**src/hdl/rsc_pkg.sv**
```systemverilog
// Constants shared by the reset source control block
`default_nettype none
package rsc_pkg;
    // ************************************************
    // Register map (byte addresses)
    // ************************************************
    localparam logic [3:0] PIN_SEL_OFFS     = 4'h0;
    localparam logic [3:0] FLAGS_OFFS       = 4'h4;
    localparam logic [3:0] WDT_CTRL_OFFS    = 4'h8;
    localparam logic [3:0] STATUS_OFFS      = 4'hC;
    localparam int         ADDR_W           = 4;

    // ************************************************
    // Codes and reset values
    // ************************************************
    localparam logic [7:0] PIN_CODE_PORT    = 8'h55;
    localparam logic [7:0] PIN_CODE_RESET   = 8'hAA;
    localparam logic [7:0] PIN_SEL_RST      = 8'h55;
    localparam logic [7:0] WDT_CTRL_RST     = 8'h53;
    localparam logic [4:0] WDT_CODE_ENABLE  = 5'h0A;
    localparam logic [4:0] WDT_CODE_DISABLE = 5'h15;
    localparam int         WDT_CODE_LSB     = 3;

    // ************************************************
    // Flag and status register fields
    // ************************************************
    localparam int         FLG_KEEP_ON_BIT  = 7;
    localparam int         FLG_SEL_BIT      = 3;
    localparam int         FLG_LV_BIT       = 2;
    localparam int         FLG_WD_BIT       = 0;
    localparam int         ST_TO_BIT        = 0;
    localparam int         ST_PDF_BIT       = 1;
    localparam int         ST_PINRST_BIT    = 2;

    // ************************************************
    // Timing
    // ************************************************
    localparam int         CLK_MHZ          = 100;
    localparam int         DEB_TICKS        = 3;
    localparam int         DEB_CNT_W        = 2;
    localparam int         RST_HOLD_NS      = 160;
    localparam int         RST_HOLD_CYC     = (RST_HOLD_NS * CLK_MHZ + 999) / 1000;
    localparam int         HOLD_CNT_W       = 8;
    localparam int         LV_CNT_W         = 20;

    // ************************************************
    // AXI responses
    // ************************************************
    localparam logic [1:0] RESP_OKAY        = 2'h0;
    localparam logic [1:0] RESP_SLVERR      = 2'h2;

    typedef enum logic [1:0] {RSC_RUN, RSC_HOLD} rsc_state_t;
endpackage
`default_nettype wire

```
**src/hdl/rsc_debounce.sv**
```systemverilog
// Reset request delay counted in low-speed oscillator ticks
`default_nettype none
module rsc_debounce (
    // Clock and reset
    input  wire logic aclk,
    input  wire logic aresetn,
    // Control
    input  wire logic tick,
    input  wire logic req,
    input  wire logic cancel,
    // Result
    output logic      fire
);
    import rsc_pkg::*;

    logic                 pend_reg;
    logic [DEB_CNT_W-1:0] cnt_reg;
    logic                 last_tick;

    // Phase of the first tick is random, so full periods seen are 2 to 3
    assign last_tick = tick && (cnt_reg == DEB_CNT_W'(DEB_TICKS - 1));

    always_ff @(posedge aclk) begin
        if (!aresetn || cancel) begin
            pend_reg <= 1'b0;
        end else if (req) begin
            pend_reg <= 1'b1;
        end else if (pend_reg && last_tick) begin
            pend_reg <= 1'b0;
        end
    end

    always_ff @(posedge aclk) begin
        if (!aresetn || cancel || !pend_reg) begin
            cnt_reg <= '0;
        end else if (tick) begin
            cnt_reg <= cnt_reg + DEB_CNT_W'(1);
        end
    end

    always_ff @(posedge aclk) begin
        if (!aresetn) begin
            fire <= 1'b0;
        end else begin
            fire <= pend_reg && last_tick && !cancel;
        end
    end
endmodule
`default_nettype wire

```
**src/hdl/rsc_top.sv**
```systemverilog
// Reset source selection, filtering and flag logic with AXI4-Lite registers
//
// Added by the designer: the AXI4-Lite interface to the registers and the register addresses.
`default_nettype none
module rsc_top #(
    parameter int LV_MIN_NS = 100000
) (
    // Clock and reset
    input  wire logic                       aclk,
    input  wire logic                       aresetn,
    // AXI4-Lite write address and data
    input  wire logic [rsc_pkg::ADDR_W-1:0] s_axi_awaddr,
    input  wire logic                       s_axi_awvalid,
    output logic                            s_axi_awready,
    input  wire logic [31:0]                s_axi_wdata,
    input  wire logic [3:0]                 s_axi_wstrb,
    input  wire logic                       s_axi_wvalid,
    output logic                            s_axi_wready,
    // AXI4-Lite write response
    output logic [1:0]                      s_axi_bresp,
    output logic                            s_axi_bvalid,
    input  wire logic                       s_axi_bready,
    // AXI4-Lite read
    input  wire logic [rsc_pkg::ADDR_W-1:0] s_axi_araddr,
    input  wire logic                       s_axi_arvalid,
    output logic                            s_axi_arready,
    output logic [31:0]                     s_axi_rdata,
    output logic [1:0]                      s_axi_rresp,
    output logic                            s_axi_rvalid,
    input  wire logic                       s_axi_rready,
    // Pins and analog monitor
    input  wire logic                       low_speed_osc_clock,
    input  wire logic                       ext_reset_pin_n,
    input  wire logic                       low_voltage_det,
    // Core status (same clock)
    input  wire logic                       sleep_idle_mode,
    input  wire logic                       wdt_timeout,
    // Reset outputs
    output logic                            core_full_reset,
    output logic                            pc_sp_clear,
    output logic                            shared_pin_is_reset,
    output logic                            idle_sysclk_keep_on,
    output logic                            timeout_flag,
    output logic                            power_down_flag
);
    import rsc_pkg::*;

    localparam int LV_MIN_CYC = (LV_MIN_NS * CLK_MHZ + 999) / 1000;

    function automatic logic pin_code_ok(input logic [7:0] code);
        pin_code_ok = (code == PIN_CODE_PORT) || (code == PIN_CODE_RESET);
    endfunction

    function automatic logic wdt_code_ok(input logic [7:0] code);
        logic [4:0] we;
        we = code[WDT_CODE_LSB +: 5];
        wdt_code_ok = (we == WDT_CODE_ENABLE) || (we == WDT_CODE_DISABLE);
    endfunction

    // ************************************************
    // Pin synchronisers
    // ************************************************
    logic [2:0] sync1_reg;
    logic [2:0] sync2_reg;
    logic       osc_last_reg;
    logic       osc_tick;
    logic       pin_n_s;
    logic       lv_s;

    always_ff @(posedge aclk) begin
        if (!aresetn) begin
            sync1_reg <= 3'h3;
            sync2_reg <= 3'h3;
        end else begin
            sync1_reg <= {low_voltage_det, ext_reset_pin_n, low_speed_osc_clock};
            sync2_reg <= sync1_reg;
        end
    end

    always_ff @(posedge aclk) begin
        if (!aresetn) begin
            osc_last_reg <= 1'b1;
        end else begin
            osc_last_reg <= sync2_reg[0];
        end
    end

    assign osc_tick = sync2_reg[0] && !osc_last_reg;
    assign pin_n_s  = sync2_reg[1];
    assign lv_s     = sync2_reg[2];

    // ************************************************
    // Registers and bus handshakes
    // ************************************************
    logic [7:0] pin_sel_reg;
    logic [7:0] wdt_ctrl_reg;
    logic       keep_on_reg;
    logic       sel_flag_reg;
    logic       lv_flag_reg;
    logic       wd_flag_reg;
    logic       to_reg;
    logic       pdf_reg;
    logic       wr_go;
    logic       rd_go;
    logic [7:0] wbyte;
    logic       wr_pin;
    logic       wr_flags;
    logic       wr_wdt;
    logic       wr_ok;

    assign wr_go         = s_axi_awvalid && s_axi_wvalid && !s_axi_bvalid;
    assign s_axi_awready = wr_go;
    assign s_axi_wready  = wr_go;
    assign rd_go         = s_axi_arvalid && !s_axi_rvalid;
    assign s_axi_arready = rd_go;
    assign wbyte         = s_axi_wdata[7:0];
    assign wr_ok         = wr_go && s_axi_wstrb[0];
    assign wr_pin        = wr_ok && (s_axi_awaddr == PIN_SEL_OFFS);
    assign wr_flags      = wr_ok && (s_axi_awaddr == FLAGS_OFFS);
    assign wr_wdt        = wr_ok && (s_axi_awaddr == WDT_CTRL_OFFS);

    // ************************************************
    // Reset sources
    // ************************************************
    logic       sel_fire;
    logic       lv_fire;
    logic       wd_fire;
    logic       ext_hit;
    logic       wdt_full;
    logic       full_req;
    logic       lv_enable;
    logic       lv_qual;
    logic [LV_CNT_W-1:0] lv_cnt_reg;

    assign shared_pin_is_reset = (pin_sel_reg == PIN_CODE_RESET);
    // Any other code, including 0x55, leaves the pin to the port mux
    assign ext_hit   = shared_pin_is_reset && !pin_n_s;
    assign wdt_full  = wdt_timeout && !sleep_idle_mode;
    assign full_req  = sel_fire || lv_fire || wd_fire || ext_hit || wdt_full;
    assign lv_enable = !sleep_idle_mode;

    // Filter counts only while low voltage stays; any gap restarts it
    always_ff @(posedge aclk) begin
        if (!aresetn || !lv_enable || !lv_s || core_full_reset) begin
            lv_cnt_reg <= '0;
        end else if (lv_cnt_reg != LV_CNT_W'(LV_MIN_CYC)) begin
            lv_cnt_reg <= lv_cnt_reg + LV_CNT_W'(1);
        end
    end

    assign lv_qual = lv_enable && lv_s && (lv_cnt_reg == LV_CNT_W'(LV_MIN_CYC - 1));

    rsc_debounce u_sel_deb (
        .aclk    (aclk),
        .aresetn (aresetn),
        .tick    (osc_tick),
        .req     (wr_pin && !pin_code_ok(wbyte)),
        .cancel  (core_full_reset),
        .fire    (sel_fire)
    );

    // Sleep entry drops a pending low-voltage request too
    rsc_debounce u_lv_deb (
        .aclk    (aclk),
        .aresetn (aresetn),
        .tick    (osc_tick),
        .req     (lv_qual),
        .cancel  (core_full_reset || !lv_enable),
        .fire    (lv_fire)
    );

    rsc_debounce u_wd_deb (
        .aclk    (aclk),
        .aresetn (aresetn),
        .tick    (osc_tick),
        .req     (wr_wdt && !wdt_code_ok(wbyte)),
        .cancel  (core_full_reset),
        .fire    (wd_fire)
    );

    // ************************************************
    // Full reset stretcher
    // ************************************************
    rsc_state_t             state_reg;
    logic [HOLD_CNT_W-1:0]  hold_cnt_reg;

    // Power-on holds the core in reset as well
    always_ff @(posedge aclk) begin
        if (!aresetn) begin
            state_reg    <= RSC_HOLD;
            hold_cnt_reg <= '0;
        end else begin
            case (state_reg)
                RSC_RUN: begin
                    if (full_req) begin
                        state_reg    <= RSC_HOLD;
                        hold_cnt_reg <= '0;
                    end
                end
                RSC_HOLD: begin
                    if (full_req) begin
                        hold_cnt_reg <= '0;
                    end else if (hold_cnt_reg == HOLD_CNT_W'(RST_HOLD_CYC - 1)) begin
                        state_reg <= RSC_RUN;
                    end else begin
                        hold_cnt_reg <= hold_cnt_reg + HOLD_CNT_W'(1);
                    end
                end
                default: begin
                    state_reg <= RSC_HOLD;
                end
            endcase
        end
    end

    // Core clears PC, masks interrupts, restarts watchdog, makes ports inputs
    assign core_full_reset = (state_reg == RSC_HOLD);

    always_ff @(posedge aclk) begin
        if (!aresetn) begin
            pc_sp_clear <= 1'b0;
        end else begin
            pc_sp_clear <= wdt_timeout && sleep_idle_mode;
        end
    end

    // ************************************************
    // Control registers
    // ************************************************
    always_ff @(posedge aclk) begin
        if (!aresetn || core_full_reset) begin
            pin_sel_reg <= PIN_SEL_RST;
        end else if (wr_pin) begin
            pin_sel_reg <= wbyte;
        end
    end

    always_ff @(posedge aclk) begin
        if (!aresetn || core_full_reset) begin
            wdt_ctrl_reg <= WDT_CTRL_RST;
            keep_on_reg  <= 1'b0;
        end else begin
            if (wr_wdt) begin
                wdt_ctrl_reg <= wbyte;
            end
            if (wr_flags) begin
                keep_on_reg <= wbyte[FLG_KEEP_ON_BIT];
            end
        end
    end

    assign idle_sysclk_keep_on = keep_on_reg;

    // ************************************************
    // Sticky source flags: hardware set wins over clear
    // ************************************************
    always_ff @(posedge aclk) begin
        if (!aresetn) begin
            sel_flag_reg <= 1'b0;
            lv_flag_reg  <= 1'b0;
            wd_flag_reg  <= 1'b0;
        end else begin
            if (sel_fire) begin
                sel_flag_reg <= 1'b1;
            end else if (wr_flags && !wbyte[FLG_SEL_BIT]) begin
                sel_flag_reg <= 1'b0;
            end
            if (lv_fire) begin
                lv_flag_reg <= 1'b1;
            end else if (wr_flags && !wbyte[FLG_LV_BIT]) begin
                lv_flag_reg <= 1'b0;
            end
            if (wd_fire) begin
                wd_flag_reg <= 1'b1;
            end else if (wr_flags && !wbyte[FLG_WD_BIT]) begin
                wd_flag_reg <= 1'b0;
            end
        end
    end

    // Low-voltage, select and control-code resets leave both untouched
    always_ff @(posedge aclk) begin
        if (!aresetn) begin
            to_reg  <= 1'b0;
            pdf_reg <= 1'b0;
        end else if (wdt_timeout) begin
            to_reg <= 1'b1;
            if (sleep_idle_mode) begin
                pdf_reg <= 1'b1;
            end
        end else if (ext_hit && sleep_idle_mode) begin
            to_reg  <= 1'b0;
            pdf_reg <= 1'b1;
        end
    end

    assign timeout_flag    = to_reg;
    assign power_down_flag = pdf_reg;

    // ************************************************
    // Bus answers
    // ************************************************
    logic [7:0] flags_rd;
    logic [7:0] status_rd;

    always_comb begin
        flags_rd                  = 8'h00;
        flags_rd[FLG_KEEP_ON_BIT] = keep_on_reg;
        flags_rd[FLG_SEL_BIT]     = sel_flag_reg;
        flags_rd[FLG_LV_BIT]      = lv_flag_reg;
        flags_rd[FLG_WD_BIT]      = wd_flag_reg;
        status_rd                 = 8'h00;
        status_rd[ST_TO_BIT]      = to_reg;
        status_rd[ST_PDF_BIT]     = pdf_reg;
        status_rd[ST_PINRST_BIT]  = shared_pin_is_reset;
    end

    always_ff @(posedge aclk) begin
        if (!aresetn) begin
            s_axi_bvalid <= 1'b0;
            s_axi_bresp  <= RESP_OKAY;
        end else if (wr_go) begin
            s_axi_bvalid <= 1'b1;
            if ((s_axi_awaddr == PIN_SEL_OFFS) || (s_axi_awaddr == FLAGS_OFFS)
                || (s_axi_awaddr == WDT_CTRL_OFFS) || (s_axi_awaddr == STATUS_OFFS)) begin
                s_axi_bresp <= RESP_OKAY;
            end else begin
                s_axi_bresp <= RESP_SLVERR;
            end
        end else if (s_axi_bready) begin
            s_axi_bvalid <= 1'b0;
        end
    end

    always_ff @(posedge aclk) begin
        if (!aresetn) begin
            s_axi_rvalid <= 1'b0;
            s_axi_rdata  <= 32'h0000_0000;
            s_axi_rresp  <= RESP_OKAY;
        end else if (rd_go) begin
            s_axi_rvalid <= 1'b1;
            s_axi_rresp  <= RESP_OKAY;
            case (s_axi_araddr)
                PIN_SEL_OFFS:  s_axi_rdata <= {24'h000000, pin_sel_reg};
                FLAGS_OFFS:    s_axi_rdata <= {24'h000000, flags_rd};
                WDT_CTRL_OFFS: s_axi_rdata <= {24'h000000, wdt_ctrl_reg};
                STATUS_OFFS:   s_axi_rdata <= {24'h000000, status_rd};
                default: begin
                    s_axi_rdata <= 32'h0000_0000;
                    s_axi_rresp <= RESP_SLVERR;
                end
            endcase
        end else if (s_axi_rready) begin
            s_axi_rvalid <= 1'b0;
        end
    end
endmodule
`default_nettype wire

```
**config.mk**
```make
export PLATFORM = sky130hd
export DESIGN_NAME = rsc_top
export DESIGN_NICKNAME = d
export VERILOG_FILES = /design/src/hdl/rsc_pkg.sv /design/src/hdl/rsc_debounce.sv /design/src/hdl/rsc_top.sv
export SDC_FILE = /design/constraint.sdc
export NUM_CORES = 1
export LEC_CHECK = 0
export ABC_CLOCK_PERIOD_IN_PS = 1900
export BUFFER_PORTS_ARGS = -buffer_cell sky130_fd_sc_hd__buf_2
export CORE_UTILIZATION = 52
export CTS_CLUSTER_DIAMETER = 200
export DETAILED_ROUTE_END_ITERATION = 6
export PLACE_DENSITY = 0.9
export SLEW_MARGIN = 20
export SYNTH_ARGS = -nofsm -noshare
export SYNTH_HDL_FRONTEND = slang
export SYNTH_SLANG_ARGS = --single-unit
```
**constraint.sdc**
```tcl
create_clock -name aclk -period 1.9 [get_ports aclk]
set_input_delay 0 -clock aclk [delete_from_list [all_inputs] [get_ports aclk]]
set_output_delay 0 -clock aclk [all_outputs]
set_load 0.01 [all_outputs]
```
==> impl_metrics.env, run 1 <==
export IMPL_hold_violations=0
export IMPL_die_w_um=87.7
export IMPL_met2_usage_pct=40.7
export IMPL_first_pass_iters=5
export IMPL_min_from="sleep_idle_mode"
export IMPL_dpl_cell_area_um2=4070
export IMPL_drv_cap=0
export IMPL_status="finished clean"
export IMPL_h_tree_depth=3
export IMPL_antenna_found_initial=0
export IMPL_fp_row_count=30
export IMPL_cts_resized=0
export IMPL_power_density_nw_per_um2=729
export IMPL_core_um2=6940
export IMPL_drc_errors=0
export IMPL_combPwrFrac_pct=7.0
export IMPL_postRouteAntennaNets=0
export IMPL_ys_async_sr_fraction_pct=0
export IMPL_io_pins=103
export IMPL_clock_fmax_mhz=584
export IMPL_synth_ff_type="dfxtp_1"
export IMPL_seq_power_share_pct=54.2
export IMPL_slew_violations=0
export IMPL_critPathMaxFanout=10
export IMPL_synth_edf_count=0
export IMPL_drt_iter0_markers=262
export IMPL_clk_latency_ns=0.36
export IMPL_synth_area_um2=3820
export IMPL_power_switching_uw=762
export IMPL_p_leak_nw=1.73
export IMPL_cts_tree="done"
export IMPL_grt_busiest_layer="met2"
export IMPL_min_period_ns=1.71
export IMPL_grt_first_pass_wirelength_um=13700
export IMPL_ys_seq_elements=83
export IMPL_portBuffers=49
export IMPL_cts_sinks=83
export IMPL_place_ws_ns=0.234
export IMPL_hpwl_um=5720
export IMPL_clock_root_buffer="clkbuf_8"
export IMPL_rsz0062_at_grt="no"
export IMPL_skew_ns=0.0112
export IMPL_path_class="flop to flop"
export IMPL_viasPerCell=5.37
export IMPL_ir_drop_mv=0.928
export IMPL_layout_nets=547
export IMPL_yosysUniqueCellTypes=63
export IMPL_r2r_start="lv_cnt_reg[0]$_SDFFE_PP0P_"
export IMPL_sw_frac_of_total_pct=23.3
export IMPL_setup_worst_path_start_class="flop"
export IMPL_critical_path_cell_chain="ha_1, nand4_2, or4_1, a21oi_1"
export IMPL_arrival_ns=2.00
export IMPL_post_cts_setup_buffers=0
export IMPL_critical_path_required_ns=2.19
export IMPL_finalSetupViolCount=0
export IMPL_gr_usage_met3_pct=6.41
export IMPL_numCtsBuffers=9
export IMPL_post_route_cell_area_um2=4500
export IMPL_initial_core_util_pct=55.0
export IMPL_endpoint_kind="flop"
export IMPL_grt_use_met1_pct=27.2
export IMPL_yosysWarnings=0
export IMPL_wl_um=8440
export IMPL_avgSynthCellArea_um2=9.30
export IMPL_r2r_end="lv_cnt_reg[18]$_SDFFE_PP0P_"
export IMPL_clockBufferDepth=2
export IMPL_antenna_cells=0
export IMPL_gp_congestion=0.857
export IMPL_syn2layout_area_growth_pct=17.7
export IMPL_ys_seq_area_share_pct=43.5
export IMPL_globalRoute_totalOverflow=0
export IMPL_num_vias=3145
export IMPL_setup_tns_final_ns=0
export IMPL_grt_max_degree=23
export IMPL_worst_slack_ns=0.187
export IMPL_grt_pass1_vias=3016
export IMPL_grt_usage_pct=23.5
export IMPL_layout_drive_gt1_share_pct=19.2
export IMPL_power_total_mw=3.28
export IMPL_min_path_cells=2
export IMPL_die_h_um=87.7
export IMPL_clockPowerShare_pct=38.8
export IMPL_die_area_um2=7690
export IMPL_crit_path_top_delay_cell="or4_1"
export IMPL_hold_end="pc_sp_clear$_SDFF_PN0_"
export IMPL_slowest_delay_ns=0.54
export IMPL_reg2reg_slack_ns=0.19
export IMPL_worstHoldPathType="input pin to flop"
export IMPL_largest_reg_flops=20
export IMPL_reg2reg_depth=4
export IMPL_nFillCells=536
export IMPL_path_clk_slew_ns=0.08
export IMPL_fin_cells=586
export IMPL_wire_per_inst_um=14.4
export IMPL_dp_cells=548
export IMPL_internal_power_mw=2.51
export IMPL_period_share_pct=90.2
export IMPL_syn_inst=411
area by class of cell:
cell class	instances	area, µm²	share of cell area (%)
clock buffer	11	141	3.14
clock inverter	5	62.6	1.39
inverter	11	41.3	0.918
multi-input combinational	301	1940	43.2
sequential	83	1660	37.0
tap	96	120	2.67
timing repair buffer	79	526	11.7
cell usage in the layout (no fill, tap or decap), types with 3 or more instances in the layout:
master         count
nor2_1            44
buf_2             49
mux2i_1           20
nor4_1             4
dlygate4sd3_1     22
o21ai_0            9
a21boi_0           4
dfxtp_1           83
o21a_1            12
buf_4              8
mux2_2             5
nor2b_1            8
a211oi_1           4
inv_1             11
nand2b_1           8
clkbuf_8          10
o31ai_1            3
nand4_1            6
and3_2             3
nand4b_1           3
nor3_1            10
conb_1            26
xor2_1             5
xnor2_1           12
or4_1              4
nand3_1           16
ha_1               6
a22oi_1            4
a21oi_1           14
nand2_1           31
metal layers:
metal	share of wire (%)	up-vias
met1	40	1478
met2	52	111
li1	-	1535
met4	2.7	0
met3	5.2	21
met5	0	-
cell families after synthesis:
kind of cell	share of synthesized area, %
AND/OR/NAND/NOR	23.7
flip-flops	43.5
AO/OA/AOI/OAI	11.4
buffers and inverters	8.09
multiplexers	7.30
XOR/XNOR	3.90
adder cells (fa/ha/maj)	1.96
other	0.0981
power by group through the flow:
stage          clock [mW]  sequential (mW)  combinational (mW)
2_1_floorplan           0             1.82               0.148
3_3_place_gp            0             1.81               0.181
3_5_place_dp            0             1.82               0.189
4_1_cts              1.30             1.77               0.226
5_1_grt              1.38             1.78               0.253
6_report             1.27             1.77               0.231
synth_stat cells, types with 3 or more instances:
library cell  count  area, µm²
a211oi_1          4       30.0
a21boi_0          4       30.0
a21oi_1          14       70.1
a22oi_1           4       30.0
and3_2            3       22.5
buf_4            28        210
clkbuf_1          9       33.8
dfxtp_1          83       1660
ha_1              6       75.1
inv_1            11       41.3
mux2_2            5       56.3
mux2i_1          20        200
nand2_1          31        116
nand2b_1          8       50.1
nand3_1          16       80.1
nand4_1           6       37.5
nand4b_1          3       26.3
nor2_1           44        165
nor2b_1           8       50.1
nor3_1           10       50.1
nor4_1            4       25.0
o21a_1           12       90.1
o21ai_0           9       45.0
o31ai_1           3       22.5
or4_1             4       30.0
xnor2_1          12        105
xor2_1            5       43.8
timing repair:
item / in CTS / in global routing
hold buffers: 22 / 0
endpoints found under the hold margin: 29 / 0
endpoints found under the setup margin: 0 / 0
worst max-delay path by stage:
stage / endpoint / from / depth (start not counted) / slack [ns]
6_report: lv_cnt_reg[18]$_SDFFE_PP0P_ / lv_cnt_reg[0]$_SDFFE_PP0P_ / 4 / 0.19
5_1_grt: lv_cnt_reg[18]$_SDFFE_PP0P_ / lv_cnt_reg[0]$_SDFFE_PP0P_ / 4 / 0.10
4_1_cts: lv_cnt_reg[17]$_SDFFE_PP0P_ / lv_cnt_reg[2]$_SDFFE_PP0P_ / 4 / 0.22
3_5_place_dp: lv_cnt_reg[17]$_SDFFE_PP0P_ / lv_cnt_reg[2]$_SDFFE_PP0P_ / 4 / 0.23
3_3_place_gp: lv_cnt_reg[18]$_SDFFE_PP0P_ / lv_cnt_reg[0]$_SDFFE_PP0P_ / 4 / 0.31
2_1_floorplan: pin_sel_reg[0]$_SDFFE_PP1P_ / s_axi_bvalid$_SDFFE_PN0P_ / 6 / 0.31
through the flow:
step                hold slack [ns]  util [%]
floorplan                     0.101         -
global placement              0.181      58.6
detailed placement            0.188      58.6
CTS                         0.00440      64.8
global route                0.00463      64.8
finish                      0.00804      64.8
critical path: cells and delay by family (launching register included):
| kind | cells | cell delay (ns) |
|---|---|---|
| fa+ha+maj | 1 | 0.28 |
| simple gates | 2 | 0.80 |
| flops | 1 | 0.43 |
| compound gates | 1 | 0.15 |
(Power assumes the default switching activity.)
==> run 2, diff against run 1 <==
Settings changed: CORE_MARGIN set to 10.
==> impl_metrics.env, run 2 (synthesis gave the netlist of run 1 again) <==
export IMPL_status="finished clean"
export IMPL_hold_violations=0
export IMPL_r2r_start="lv_cnt_reg[0]$_SDFFE_PP0P_"
export IMPL_worst_slack_ns=0.205
export IMPL_gp_congestion=0.827
export IMPL_reg2reg_slack_ns=0.23
export IMPL_globalRoute_totalOverflow=0
export IMPL_drv_cap=0
export IMPL_nFillCells=558
export IMPL_die_area_um2=11200
export IMPL_hpwl_um=6140
export IMPL_wl_um=9170
export IMPL_place_ws_ns=0.238
export IMPL_min_from="aresetn"
export IMPL_power_density_nw_per_um2=736
export IMPL_clock_fmax_mhz=590
export IMPL_endpoint_kind="output pin"
export IMPL_worstMarginPinSlew_ns=0.541
export IMPL_postRouteAntennaNets=0
export IMPL_layout_nets=546
export IMPL_skew_ns=0.0144
export IMPL_h_tree_depth=3
export IMPL_portBuffers=49
export IMPL_wire_per_inst_um=15.6
export IMPL_p_leak_nw=1.74
export IMPL_largest_reg_flops=20
export IMPL_critical_path_required_ns=1.90
export IMPL_path_class="flop to output pin"
export IMPL_num_vias=3188
export IMPL_antenna_cells=0
export IMPL_setup_tns_final_ns=0
export IMPL_layout_drive_gt1_share_pct=19.0
export IMPL_drc_errors=0
export IMPL_syn2layout_area_growth_pct=17.6
export IMPL_rsz0062_at_grt="no"
export IMPL_clk_latency_ns=0.36
export IMPL_grt_pass1_vias=3183
export IMPL_clock_root_buffer="clkbuf_8"
export IMPL_numCtsBuffers=9
export IMPL_finalSetupViolCount=0
export IMPL_arrival_ns=1.70
export IMPL_initial_core_util_pct=53.0
export IMPL_critPathLaunch="pin_sel_reg[1]$_SDFFE_PP0P_"
export IMPL_grt_usage_pct=16.0
export IMPL_path_clk_slew_ns=0.08
export IMPL_fp_row_count=31
export IMPL_clockBufferDepth=2
export IMPL_maxSlewHeadroom_pct=63.9
export IMPL_viasPerCell=5.42
export IMPL_core_um2=7210
export IMPL_cts_resized=0
export IMPL_ir_drop_mv=0.562
export IMPL_antenna_found_initial=0
export IMPL_die_h_um=106
export IMPL_slew_violations=0
export IMPL_cts_tree="done"
export IMPL_critPathMaxFanout=3
export IMPL_io_pins=103
export IMPL_final_common_cell="dfxtp_1"
export IMPL_drt_iter0_markers=209
export IMPL_die_w_um=106
export IMPL_grt_max_degree=18
export IMPL_layout_common_cells="dfxtp_1 (83), buf_2 (49), nor2_1 (44)"
export IMPL_grt_first_pass_wirelength_um=14900
export IMPL_min_period_ns=1.70
export IMPL_worstHoldPathType="input pin to flop"
export IMPL_period_share_pct=89.2
export IMPL_cts_sinks=83
export IMPL_setup_worst_path_start_class="flop"
export IMPL_first_pass_iters=5
run 2: repair_timing:
item,CTS,global route
buffers inserted,0,0
endpoints found under the hold margin,28,0
hold buffers,21,0
run 2: critical path: stages, from the launching register on:
cell     delay [ns]
dfxtp_1        0.39
or4bb_1        0.56
nor2_1         0.21
buf_2          0.18
run 2: routing by layer:
| metal | up-vias | global-route usage, % | part of all wire [%] |
|---|---|---|---|
| met5 | - | 0 | 0 |
| met4 | 0 | 7.06 | 2.5 |
| met3 | 23 | 4.93 | 7.7 |
| met2 | 135 | 27.2 | 50 |
| met1 | 1495 | 18.0 | 40 |
| li1 | 1535 | - | - |
run 2: layout make-up:
class	count	area, µm²	area share, %
multi-input combinational	301	1940	43.3
sequential	83	1660	37.0
timing repair buffer	78	515	11.5
clock buffer	13	159	3.54
tap	99	124	2.76
clock inverter	3	46.3	1.03
inverter	11	41.3	0.919
run 2: per-stage QoR:
stage	util, %	area, µm²	hold slack (ns)	power (mW)	instances
final	62.3	4490	0.0223	3.31	588
after global placement	56.5	4080	0.181	2.00	551
after floorplan	-	3920	0.101	1.97	436
after detailed placement	56.5	4080	0.185	2.01	551
after global routing	62.3	4490	0.0285	3.39	588
after CTS	62.3	4490	0.0221	3.31	588
run 2: where the power goes:
group | switching, mW | internal, mW | leakage, nW | total (mW)
Clock | 0.616 | 0.683 | 0.0998 | 1.30
Sequential | 0.0151 | 1.76 | 0.673 | 1.78
Combinational | 0.127 | 0.105 | 0.963 | 0.232
run 2: worst paths after layout:
| check | end | cells past startpoint |
|---|---|---|
| worst max-delay path | shared_pin_is_reset | 3 |
| worst max register to register | lv_cnt_reg[18]$_SDFFE_PP0P_ | 4 |
| worst min register to register | sync2_reg[0]$_SDFF_PN1_ | 1 |
| worst min-delay path | power_down_flag$_SDFFE_PN0P_ | 2 |
==> run 3, diff against run 2 <==
--- a/constraint.sdc
+++ b/constraint.sdc
@@ -3,2 +3,2 @@
 set_output_delay 0 -clock aclk [all_outputs]
-set_load 0.01 [all_outputs]
+set_load 0.05 [all_outputs]
==> impl_metrics.env, run 3 (synthesis gave the netlist of run 1 again) <==
export IMPL_drc_errors=0
export IMPL_grt_usage_pct=15.8
export IMPL_hold_ws_ns=0.121
export IMPL_h_tree_depth=3
export IMPL_clockBufferDepth=2
export IMPL_post_route_cell_area_um2=4500
export IMPL_grt_busiest_layer="met2"
export IMPL_gp_congestion=0.850
export IMPL_slowest_delay_ns=0.58
export IMPL_path_class="flop to output pin"
export IMPL_die_w_um=106
export IMPL_slew_violations=0
export IMPL_min_period_ns=1.77
export IMPL_p_leak_nw=1.74
export IMPL_gr_usage_met3_pct=4.32
export IMPL_largest_reg_flops=20
export IMPL_power_density_nw_per_um2=754
export IMPL_clock_fmax_mhz=566
export IMPL_critical_path_required_ns=1.90
export IMPL_io_pins=103
export IMPL_endpoint_kind="output pin"
export IMPL_period_share_pct=93.0
export IMPL_die_h_um=106
export IMPL_portBuffers=49
export IMPL_place_ws_ns=0.249
export IMPL_critical_path_cell_chain="or4bb_1, nor2_2, buf_2"
export IMPL_fp_row_count=31
export IMPL_dpl_cell_area_um2=4080
export IMPL_hold_violations=0
export IMPL_grt_max_degree=30
export IMPL_die_area_um2=11200
export IMPL_cts_sinks=83
export IMPL_worst_slack_ns=0.133
export IMPL_drt_iter0_markers=176
export IMPL_finalSetupViolCount=0
export IMPL_globalRoute_totalOverflow=0
export IMPL_wl_um=9010
export IMPL_worst_path_buf_inv=1
export IMPL_viasPerCell=5.32
export IMPL_setup_tns_final_ns=0
export IMPL_layout_common_cells="dfxtp_1 (82), buf_2 (49), nor2_1 (43)"
export IMPL_postRouteAntennaNets=0
export IMPL_critPathMaxFanout=3
export IMPL_num_vias=3135
export IMPL_numCtsBuffers=9
export IMPL_antenna_found_initial=0
export IMPL_wire_per_inst_um=15.3
export IMPL_clk_latency_ns=0.35
export IMPL_clock_root_buffer="clkbuf_8"
export IMPL_cts_tree="done"
export IMPL_layout_drive_gt1_share_pct=20.0
export IMPL_hpwl_um=6170
export IMPL_grt_pass1_vias=3109
export IMPL_worstHoldPathType="input pin to flop"
export IMPL_met2_usage_pct=25.9
export IMPL_ir_drop_mv=0.695
export IMPL_initial_core_util_pct=53.0
export IMPL_core_um2=7210
export IMPL_rsz0062_at_grt="no"
export IMPL_layout_nets=547
export IMPL_arrival_ns=1.77
export IMPL_setup_worst_path_start_class="flop"
export IMPL_final_util_pct=62.3
export IMPL_path_clk_slew_ns=0.08
export IMPL_drv_cap=0
export IMPL_status="finished clean"
export IMPL_antenna_cells=0
export IMPL_grt_first_pass_wirelength_um=14700
export IMPL_final_common_cell="dfxtp_1"
export IMPL_skew_ns=0.0106
export IMPL_crit_path_top_delay_cell="or4bb_1"
export IMPL_syn2layout_area_growth_pct=17.6
export IMPL_first_pass_iters=4
export IMPL_path_delay_family="simple AND/OR/NAND/NOR gates"
export IMPL_grt_use_met1_pct=17.8
run 3: cell type report:
cell class / instances / area [µm²]
Inverter: 11 / 41.3
Timing Repair Buffer: 79 / 523
Clock buffer: 11 / 141
Sequential cell: 83 / 1660
Clock inverter: 5 / 52.6
Tap cell: 99 / 124
Fill cell: 544 / 2720
Multi-Input combinational cell: 301 / 1950
run 3: final timing paths:
kind	startpoint	endpoint	slack, ns	cells past startpoint
max	pin_sel_reg[5]$_SDFFE_PP0P_	shared_pin_is_reset	0.13	3
min	aresetn	sync2_reg[0]$_SDFF_PN1_	0.12	3
max reg2reg	lv_cnt_reg[0]$_SDFFE_PP0P_	lv_cnt_reg[18]$_SDFFE_PP0P_	0.23	4
min reg2reg	sync1_reg[0]$_SDFF_PN1_	sync2_reg[0]$_SDFF_PN1_	0.42	1
run 3: stage by stage:
step / instances / power [mW]
6_report: 589 / 3.39
4_1_cts: 588 / 3.39
3_5_place_dp: 551 / 2.14
5_1_grt: 589 / 3.50
2_1_floorplan: 436 / 2.11
3_3_place_gp: 551 / 2.14
run 3: power breakdown:
part	total [mW]	internal, mW	switching, mW
registers	1.78	1.76	0.0155
logic	0.369	0.105	0.264
clock network	1.24	0.637	0.606
total	3.39	2.50	0.886
run 3: repair_timing:
action,CTS,global route
gates resized for setup,0,1
hold endpoints to repair,27,0
setup endpoints to repair,0,5
hold buffers,21,0
buffers inserted,0,1
run 3: tightest hold or removal path, delay by kind of cell:
| kind | cells | cell delay, ns |
|---|---|---|
| buffers and inverters | 2 | 0.33 |
| and+or+nand+nor | 1 | 0.10 |
run 3: per-layer routing:
metal | share of wire, % | vias to the layer above
li1 | - | 1527
met1 | 41 | 1470
met2 | 49 | 112
met3 | 6.1 | 26
met4 | 3.2 | 0
met5 | 0 | -
